<file path="src/core/ifd_pkg.sv">
// Package with instruction field layouts, opcode classes and timing constants for the decoder.
package ifd_pkg;

    localparam int WORD_W     = 14;
    localparam int SLOT_W     = 7;
    localparam int BITPOS_W   = 3;
    localparam int LIT8_W     = 8;
    localparam int LIT11_W    = 11;
    localparam int OSC_PER_CYC = 4;

    // Field positions within the instruction word.
    localparam int CLS_HI     = 13;
    localparam int CLS_LO     = 12;
    localparam int OP4_HI     = 11;
    localparam int OP4_LO     = 8;
    localparam int DEST_BIT   = 7;
    localparam int BITOP_HI   = 11;
    localparam int BITOP_LO   = 10;
    localparam int BITPOS_HI  = 9;
    localparam int BITPOS_LO  = 7;
    localparam int JMP_SEL    = 11;

    localparam logic [1:0] CLS_BYTE  = 2'h0;
    localparam logic [1:0] CLS_BIT   = 2'h1;
    localparam logic [1:0] CLS_JUMP  = 2'h2;
    localparam logic [1:0] CLS_LIT   = 2'h3;

    localparam logic [1:0] BITOP_CLR = 2'h0;
    localparam logic [1:0] BITOP_SET = 2'h1;
    localparam logic [1:0] BITOP_SKL = 2'h2;
    localparam logic [1:0] BITOP_SKH = 2'h3;

    localparam logic [3:0] OP_DECFSZ = 4'hb;
    localparam logic [3:0] OP_INCFSZ = 4'hf;
    localparam logic [3:0] OP_MISC   = 4'h0;
    localparam logic [3:0] LIT_RET   = 4'h4;
    localparam logic [3:0] LIT_RETM  = 4'hc;

    localparam logic [13:0] WATCHDOG_CLEAR_OP = 14'h0064;
    localparam logic [13:0] SLEEP_OP          = 14'h0063;
    localparam logic [13:0] RETURN_OP         = 14'h0008;
    localparam logic [13:0] RETFIE_OP         = 14'h0009;
    localparam logic [13:0] IDLE_MASK         = 14'h3f9f;
    localparam logic [13:0] IDLE_OP           = 14'h0000;

    typedef enum logic [1:0] {
        IFD_BYTE_OPS = 2'b00,
        IFD_BIT_OPS  = 2'b01,
        IFD_LIT_CTRL = 2'b10
    } ifd_class_t;

    typedef struct packed {
        ifd_class_t        cls;
        logic [5:0]        opcode;
        logic [6:0]        reg_slot;
        logic              dest_reg;
        logic              acc_write;
        logic              reg_write;
        logic [2:0]        bit_pos;
        logic [7:0]        bit_mask;
        logic [1:0]        bit_op;
        logic [7:0]        lit8;
        logic [10:0]       lit11;
        logic              is_jump;
        logic              is_cond;
        logic              is_ret;
        logic              watchdog_clear_op;
        logic              sleep_op;
        logic              idle_op;
    } ifd_fields_t;

endpackage

</file>
<file path="src/core/ifd_cycle_gen.sv">
// Divides the oscillator into four phases that form one instruction cycle.
`timescale 1ns/1ns
module ifd_cycle_gen #(
    parameter int PHASES = ifd_pkg::OSC_PER_CYC
) (
    // Clock and reset
    input  wire logic i_core_clk,
    input  wire logic i_rst_n,
    // Phase outputs
    output logic [1:0] o_phase,
    output logic       o_cycle_end
);

    logic [1:0] phase;
    logic [1:0] next_phase;

    always_comb begin
        if (phase == 2'(PHASES - 1)) begin
            next_phase = 2'h0;
        end else begin
            next_phase = phase + 2'h1;
        end
    end

    always_ff @(posedge i_core_clk) begin
        if (!i_rst_n) begin
            phase <= 2'h0;
        end else begin
            phase <= next_phase;
        end
    end

    assign o_phase     = phase;
    assign o_cycle_end = (phase == 2'(PHASES - 1));

    a_cycle_four_osc: assert property (@(posedge i_core_clk) disable iff (!i_rst_n)
        o_cycle_end |=> !o_cycle_end [*3] ##1 o_cycle_end)
        else $error("instruction cycle is not four oscillator periods");

endmodule // ifd_cycle_gen

</file>
<file path="src/core/ifd_decoder.sv">
// Instruction format decoder: splits 14-bit words into fields and sequences cycle counts.
`timescale 1ns/1ns
module ifd_decoder (
    // Clock and reset
    input  wire logic                    i_core_clk,
    input  wire logic                    i_rst_n,
    // Program memory word, sampled at the end of each instruction cycle except the first cycle of a two-cycle instruction
    input  wire logic [13:0]             i_instr_word,
    // Outcome of the conditional test of the current instruction
    input  wire logic                    i_test_true,
    // Decoded fields and sequencing
    output ifd_pkg::ifd_fields_t         o_fields,
    output logic                         o_flush_cycle,
    output logic [1:0]                   o_phase,
    output logic                         o_cycle_end,
    output logic                         o_fetch
);

    typedef enum logic [0:0] {
        IFD_EXEC  = 1'b0,
        IFD_FLUSH = 1'b1
    } ifd_state_t;

    ifd_pkg::ifd_fields_t dec;
    ifd_pkg::ifd_fields_t fields;
    ifd_pkg::ifd_fields_t next_fields;
    ifd_state_t           state;
    ifd_state_t           next_state;
    logic                 cycle_end;
    logic [1:0]           cls_bits;
    logic                 two_cycle;

    ifd_cycle_gen #(
        .PHASES(ifd_pkg::OSC_PER_CYC)
    ) u_cycle (
        .i_core_clk (i_core_clk),
        .i_rst_n    (i_rst_n),
        .o_phase    (o_phase),
        .o_cycle_end(cycle_end)
    );

    assign cls_bits = i_instr_word[ifd_pkg::CLS_HI:ifd_pkg::CLS_LO];

    always_comb begin
        dec          = '0;
        dec.opcode   = i_instr_word[ifd_pkg::CLS_HI:ifd_pkg::OP4_LO];
        dec.reg_slot = i_instr_word[ifd_pkg::SLOT_W-1:0];
        dec.bit_pos  = i_instr_word[ifd_pkg::BITPOS_HI:ifd_pkg::BITPOS_LO];
        dec.bit_mask = 8'h01 << dec.bit_pos;
        dec.lit8     = i_instr_word[ifd_pkg::LIT8_W-1:0];
        dec.lit11    = i_instr_word[ifd_pkg::LIT11_W-1:0];
        case (cls_bits)
            ifd_pkg::CLS_BYTE: begin
                dec.cls = ifd_pkg::IFD_BYTE_OPS;
            end
            ifd_pkg::CLS_BIT: begin
                dec.cls = ifd_pkg::IFD_BIT_OPS;
            end
            default: begin
                dec.cls = ifd_pkg::IFD_LIT_CTRL;
            end
        endcase
        dec.watchdog_clear_op = (i_instr_word == ifd_pkg::WATCHDOG_CLEAR_OP);
        dec.sleep_op = (i_instr_word == ifd_pkg::SLEEP_OP);
        // Masked compare treats the two ignored bits of the idle word as either value.
        dec.idle_op = ((i_instr_word & ifd_pkg::IDLE_MASK) == ifd_pkg::IDLE_OP);
        dec.is_ret = (i_instr_word == ifd_pkg::RETURN_OP) || (i_instr_word == ifd_pkg::RETFIE_OP);
        if (dec.cls == ifd_pkg::IFD_BYTE_OPS) begin
            dec.dest_reg = i_instr_word[ifd_pkg::DEST_BIT];
            // Only opcodes with a real destination bit may write the accumulator; misc words write the register when the destination bit is set.
            if (i_instr_word[ifd_pkg::OP4_HI:ifd_pkg::OP4_LO] != ifd_pkg::OP_MISC) begin
                dec.acc_write = !dec.dest_reg;
                dec.reg_write = dec.dest_reg;
            end else begin
                dec.reg_write = dec.dest_reg;
            end
            dec.is_cond = (i_instr_word[ifd_pkg::OP4_HI:ifd_pkg::OP4_LO] == ifd_pkg::OP_DECFSZ)
                       || (i_instr_word[ifd_pkg::OP4_HI:ifd_pkg::OP4_LO] == ifd_pkg::OP_INCFSZ);
        end else if (dec.cls == ifd_pkg::IFD_BIT_OPS) begin
            dec.bit_op = i_instr_word[ifd_pkg::BITOP_HI:ifd_pkg::BITOP_LO];
            dec.reg_write = (dec.bit_op == ifd_pkg::BITOP_CLR)
                         || (dec.bit_op == ifd_pkg::BITOP_SET);
            dec.is_cond = (dec.bit_op == ifd_pkg::BITOP_SKL)
                       || (dec.bit_op == ifd_pkg::BITOP_SKH);
        end else if (cls_bits == ifd_pkg::CLS_JUMP) begin
            dec.is_jump = 1'b1;
        end else begin
            // Literal returns ignore the low two bits of the opcode nibble.
            dec.is_ret = (i_instr_word[ifd_pkg::BITOP_HI:ifd_pkg::BITOP_LO]
                          == ifd_pkg::LIT_RET[3:2]);
            dec.acc_write = 1'b1;
        end
    end

    assign two_cycle = fields.is_jump || fields.is_ret || (fields.is_cond && i_test_true);

    always_comb begin
        next_state  = state;
        next_fields = fields;
        if (cycle_end) begin
            case (state)
                IFD_EXEC: begin
                    if (two_cycle) begin
                        next_state  = IFD_FLUSH;
                        next_fields = '0;
                        next_fields.idle_op = 1'b1;
                    end else begin
                        next_fields = dec;
                    end
                end
                IFD_FLUSH: begin
                    next_state  = IFD_EXEC;
                    next_fields = dec;
                end
                default: begin
                    next_state = IFD_EXEC;
                end
            endcase
        end
    end

    always_ff @(posedge i_core_clk) begin
        if (!i_rst_n) begin
            state  <= IFD_EXEC;
            fields <= '0;
        end else begin
            state  <= next_state;
            fields <= next_fields;
        end
    end

    assign o_fields      = fields;
    assign o_flush_cycle = (state == IFD_FLUSH);
    assign o_cycle_end   = cycle_end;
    assign o_fetch       = cycle_end && !(state == IFD_EXEC && two_cycle);

    a_acc_keeps_reg: assert property (@(posedge i_core_clk) disable iff (!i_rst_n)
        fields.acc_write |-> !fields.reg_write)
        else $error("accumulator result also writes register");

    a_flush_is_idle: assert property (@(posedge i_core_clk) disable iff (!i_rst_n)
        (cycle_end && state == IFD_EXEC && two_cycle) |=> o_flush_cycle [*4] ##1 !o_flush_cycle)
        else $error("second cycle not one idle instruction cycle");

    a_flush_fields_idle: assert property (@(posedge i_core_clk) disable iff (!i_rst_n)
        o_flush_cycle |-> (fields.idle_op && !fields.reg_write && !fields.acc_write))
        else $error("flush cycle is not idle");

    a_single_cycle: assert property (@(posedge i_core_clk) disable iff (!i_rst_n)
        (cycle_end && state == IFD_EXEC && !two_cycle) |=> !o_flush_cycle [*4])
        else $error("single cycle instruction stretched");

    a_wdt_one_cycle: assert property (@(posedge i_core_clk) disable iff (!i_rst_n)
        fields.watchdog_clear_op |-> !two_cycle)
        else $error("watchdog clear takes two cycles");

    a_class_matches: assert property (@(posedge i_core_clk) disable iff (!i_rst_n)
        (cycle_end && state == IFD_FLUSH) |=>
            (fields.cls == ifd_pkg::IFD_BIT_OPS) == ($past(cls_bits) == ifd_pkg::CLS_BIT))
        else $error("class does not match top bits");

    a_dest_select: assert property (@(posedge i_core_clk) disable iff (!i_rst_n)
        (fields.cls == ifd_pkg::IFD_BYTE_OPS && fields.acc_write) |-> !fields.dest_reg)
        else $error("target 1 sent result to accumulator");

    a_bit_mask_one: assert property (@(posedge i_core_clk) disable iff (!i_rst_n)
        $onehot(fields.bit_mask) || fields == '0 || o_flush_cycle)
        else $error("bit mask not a single bit");

    a_fetch_at_end: assert property (@(posedge i_core_clk) disable iff (!i_rst_n)
        o_fetch |-> cycle_end)
        else $error("word taken away from the cycle end");

    a_flush_ends_fetch: assert property (@(posedge i_core_clk) disable iff (!i_rst_n)
        (cycle_end && o_flush_cycle) |-> o_fetch)
        else $error("no word taken after the idle cycle");

    // Fields may only move on the edge that closes an instruction cycle.
    a_fields_stand: assert property (@(posedge i_core_clk) disable iff (!i_rst_n)
        !cycle_end |=> $stable(fields))
        else $error("decoded fields changed inside a cycle");

    a_slot_from_word: assert property (@(posedge i_core_clk) disable iff (!i_rst_n)
        (cycle_end && o_fetch) |=>
            (fields.reg_slot == $past(i_instr_word[ifd_pkg::SLOT_W-1:0])))
        else $error("register slot not taken from the low word bits");

    a_lit_from_word: assert property (@(posedge i_core_clk) disable iff (!i_rst_n)
        (cycle_end && o_fetch) |=>
            (fields.lit8 == $past(i_instr_word[ifd_pkg::LIT8_W-1:0]))
            && (fields.lit11 == $past(i_instr_word[ifd_pkg::LIT11_W-1:0])))
        else $error("literal field not taken from the word");

    a_class_legal: assert property (@(posedge i_core_clk) disable iff (!i_rst_n)
        fields.cls inside {ifd_pkg::IFD_BYTE_OPS, ifd_pkg::IFD_BIT_OPS, ifd_pkg::IFD_LIT_CTRL})
        else $error("decoded class outside the three classes");

    a_byte_dest: assert property (@(posedge i_core_clk) disable iff (!i_rst_n)
        (fields.cls == ifd_pkg::IFD_BYTE_OPS
            && fields.opcode[ifd_pkg::OP4_HI-ifd_pkg::OP4_LO:0] != ifd_pkg::OP_MISC) |->
            (fields.reg_write == fields.dest_reg) && (fields.acc_write == !fields.dest_reg))
        else $error("byte result target does not follow the target bit");

    a_bit_write_test: assert property (@(posedge i_core_clk) disable iff (!i_rst_n)
        (fields.cls == ifd_pkg::IFD_BIT_OPS) |-> (fields.reg_write != fields.is_cond))
        else $error("bit operation neither writes nor tests");

    a_idle_no_effect: assert property (@(posedge i_core_clk) disable iff (!i_rst_n)
        fields.idle_op |-> !fields.reg_write && !fields.acc_write && !two_cycle)
        else $error("idle word has an effect");

endmodule // ifd_decoder

</file>
<file path="config.mk">
export PLATFORM = sky130hd
export DESIGN_NAME = ifd_decoder
export DESIGN_NICKNAME = d
export VERILOG_FILES = /design/src/core/ifd_pkg.sv /design/src/core/ifd_cycle_gen.sv /design/src/core/ifd_decoder.sv
export SDC_FILE = /design/constraint.sdc
export NUM_CORES = 1
export LEC_CHECK = 0
export BUFFER_PORTS_ARGS = -buffer_cell sky130_fd_sc_hd__buf_4
export CORE_UTILIZATION = 35
export CTS_CLUSTER_SIZE = 30
export DETAILED_ROUTE_END_ITERATION = 8
export SLEW_MARGIN = 20
export SYNTH_ARGS = -nofsm -noshare
export SYNTH_HDL_FRONTEND = slang
export SYNTH_SLANG_ARGS = --single-unit
</file>
<file path="constraint.sdc">
create_clock -name i_core_clk -period 3.3 [get_ports i_core_clk]
set_input_delay 0.33 -clock i_core_clk [delete_from_list [all_inputs] [get_ports i_core_clk]]
set_output_delay 0.33 -clock i_core_clk [all_outputs]
set_load 0.01 [all_outputs]
</file>
==> metrics <==
outcome=completed; Tcrit/Tclk final=55.53%; largest net degree at the start of global routing=24; setup violators final=0; area growth from synthesis to layout=32.44%; die width=70.20 um; worst-path cell chain=ha_1 -> nor2b_2 -> buf_4 -> nand2_1 -> o21ai_0; largest family of logic cells by synthesized area=compound AO/OA/AOI/OAI gates; most frequent cell after synthesis=dfxtp_1; Syn. warnings=0; die height=about 70 um; Post-CTS Setup Bufs=0; clk buf depth=2; FMAX=between 500 and 600 MHz; fraction of registers with async set/reset=0%; Rel. slew slack=slightly below 40%; DR iter-0 viols=58; unrepaired setup endpoints after global routing=false; Setup CP Type=reg -> reg; Primary FF master, synth=dfxtp_1; Rows=24; TritonCTS buffer count=5; Hold Crit Start=i_instr_word[5]; VDD IR-drop max=about 0.22 mV; # diodes=0; share of cells above drive strength 1=42.92%; core area=roughly 4400 sq um; first-pass GRT wire length=approximately 6700 um; root buffer cell=clkbuf_8; Synth Area in XOR/XNOR=0%; vias in the first global route=roughly 1400; die area=just under 5000 sq um; CP max-delay cell=nor2b_2; NumNets Final=233; startpoint types=flip-flop; Max Cap Viol=0; Adder-Cell Fraction of Synth Area=3.843%; pwr dens=between 400 and 500 nW/um^2; Fin. Hold Viols=0; Cell Area, Synth=1628 sq um; sequential area share after synthesis=46.73%; Synth top area share=between 40% and 50%; DP Cell Count=256; clk_lat worst skew=approximately 0.29 ns; HP Class=in -> reg; Vias=1388; ranking of synthesized cells by area=dfxtp_1, buf_4, a22o_1; ANT nets after route=0; Setup Skew=0.004919 ns; Vias/cell=around 5.3; syn avg cell area=10.43 sq um; # port buffers=77; RePlAce Congestion=around 0.77; CTS tree=yes; CP arrival=2.03 ns; synthesized net count=about 180; Reg2Reg Launch Point=u_cycle.o_phase[0]; H-tree levels=2; first-pass detailed-route iteration total=4; post-layout min period=1.833 ns; Simple-Gate Fraction of Synth Area=12.14%; FILL cells=about 440; post-synthesis mux area share=0%; Cells after Synth=156; hpwl dp=3086 um; io pins=78; CP peak stage delay=0.59 ns; number of synthesized flops with an enable pin=0; clock sink count=38; initial antenna violation count=0; gr ovfl total=0; routed wire length=4120 um; hold path endpoint=o_fields[46]; post-route cell area=2156 sq um; cts hold-fix bufs=0; DP Area=between 2000 and 2500 sq um; final non-filler cell total=264; average wire per standard cell=approximately 16 um; Resized Gates After CTS=0; reg-to-reg slack, setup=1.47 ns; clk slew on worst S/H paths=0.07 ns; cell taking the most area after synthesis=dfxtp_1; crit end category=flip-flop; Req. time, crit path=3.50 ns; post-route setup TNS=0 ns; leakage=0.9748 nW; RR Endpoint=o_fields[38]; distinct cell type count after synthesis=32; Initial Util=36.88%; max-slew violations=0; Commonest cells post-synth=dfxtp_1, buf_4, a22o_1; GRT Util Overall=17.42%; synthesized flop and latch total=38; DR DRC count=0; worst r2r path cells=5; Synth Area in Compound Gates=23.06%; Max FO, Critical Path=20; Slew @ Worst Pin=0.9088 ns; hold depth=2
## layout make-up
type                    instances  area, sq um  share of cell area [%]
multi-input cells              84        638.1                   29.60
clock buffers                   7        86.33                   4.005
inverters                       4        15.01                  0.6965
clock inverters                 1        5.005                  0.2322
repair buffers                 78        585.6                   27.16
well taps                      52        65.06                   3.018
flip-flops and latches         38        760.7                   35.29
## stage by stage
step | power [mW] | hold slack [ns] | utilization, % | setup slack, ns
after CTS | 0.9609 | 0.2590 | 48.84 | 1.453
final | 0.9499 | 0.2687 | 48.84 | 1.467
after global placement | 0.6310 | 0.4351 | 46.77 | 1.564
after floorplan | 0.5716 | 0.4555 | - | 1.877
after global routing | 0.9939 | 0.2693 | 48.84 | 1.300
after detailed placement | 0.6342 | 0.4474 | 46.77 | 1.478
## state kept, by name, summed over array words and instances (netlist names)
name             count
u_cycle.o_phase      2
o_fields            35
o_flush_cycle        1
## critical path, delay by kind of cell, from the launching register on
kind                       cells  cell delay, ns
AOI/OAI and AO/OA              1            0.08
buffers and inverters          1            0.35
adders and majority gates      1            0.29
and+or+nand+nor                2            0.67
DFF                            1            0.33
## routing by layer
layer / global-route usage [%] / part of all wire [%]
met1: 21.82 / 44
met2: 28.31 / 48
met3: 4.906 / 7.5
met4: 6.667 / 0.97
met5: 0 / 0
## layout by cell type (no fill, tap or decap), drive strengths merged
cell type	instances
a211oi	1
a21oi	1
a22o	13
a22oi	3
a32o	10
and2	1
buf	78
clkbuf	7
clkinv	1
dfxtp	38
ha	5
inv	4
nand2	12
nand2b	1
nand3	2
nand4	3
nor2	3
nor2b	5
nor3	1
nor3b	1
nor4	2
nor4b	1
nor4bb	2
o211a	1
o211ai	1
o21a	1
o21ai	10
o22ai	1
o31ai	3
## kinds of logic (layout without fill, tap and decap cells)
group,count (synthesis),count (layout)
compound gates,45,45
fa+ha+maj,5,5
buf+inv,34,90
flops,38,38
simple gates,34,34
## report_power, final
part / internal, mW / switching, mW / total [mW] / leakage (nW)
Sequential: 0.474 / 0.0124 / 0.486 / 0.307
Combinational: 0.0651 / 0.0713 / 0.136 / 0.619
Clock: 0.168 / 0.159 / 0.327 / 0.0482
Total: 0.707 / 0.242 / 0.950 / 0.975
## how the worst max path moves through the flow
stage / start / endpoint / slack (ns) / cells past startpoint
6_report: u_cycle.o_phase[0] / o_fields[38] / 1.47 / 5
5_1_grt: u_cycle.o_phase[0] / o_fields[54] / 1.30 / 5
4_1_cts: u_cycle.o_phase[0] / o_fields[34] / 1.45 / 5
3_5_place_dp: u_cycle.o_phase[0] / o_fields[34] / 1.48 / 5
3_3_place_gp: u_cycle.o_phase[0] / o_fields[34] / 1.56 / 5
2_1_floorplan: u_cycle.o_phase[0] / o_fields[5] / 1.88 / 5
Power figures use the tool's default switching activity.
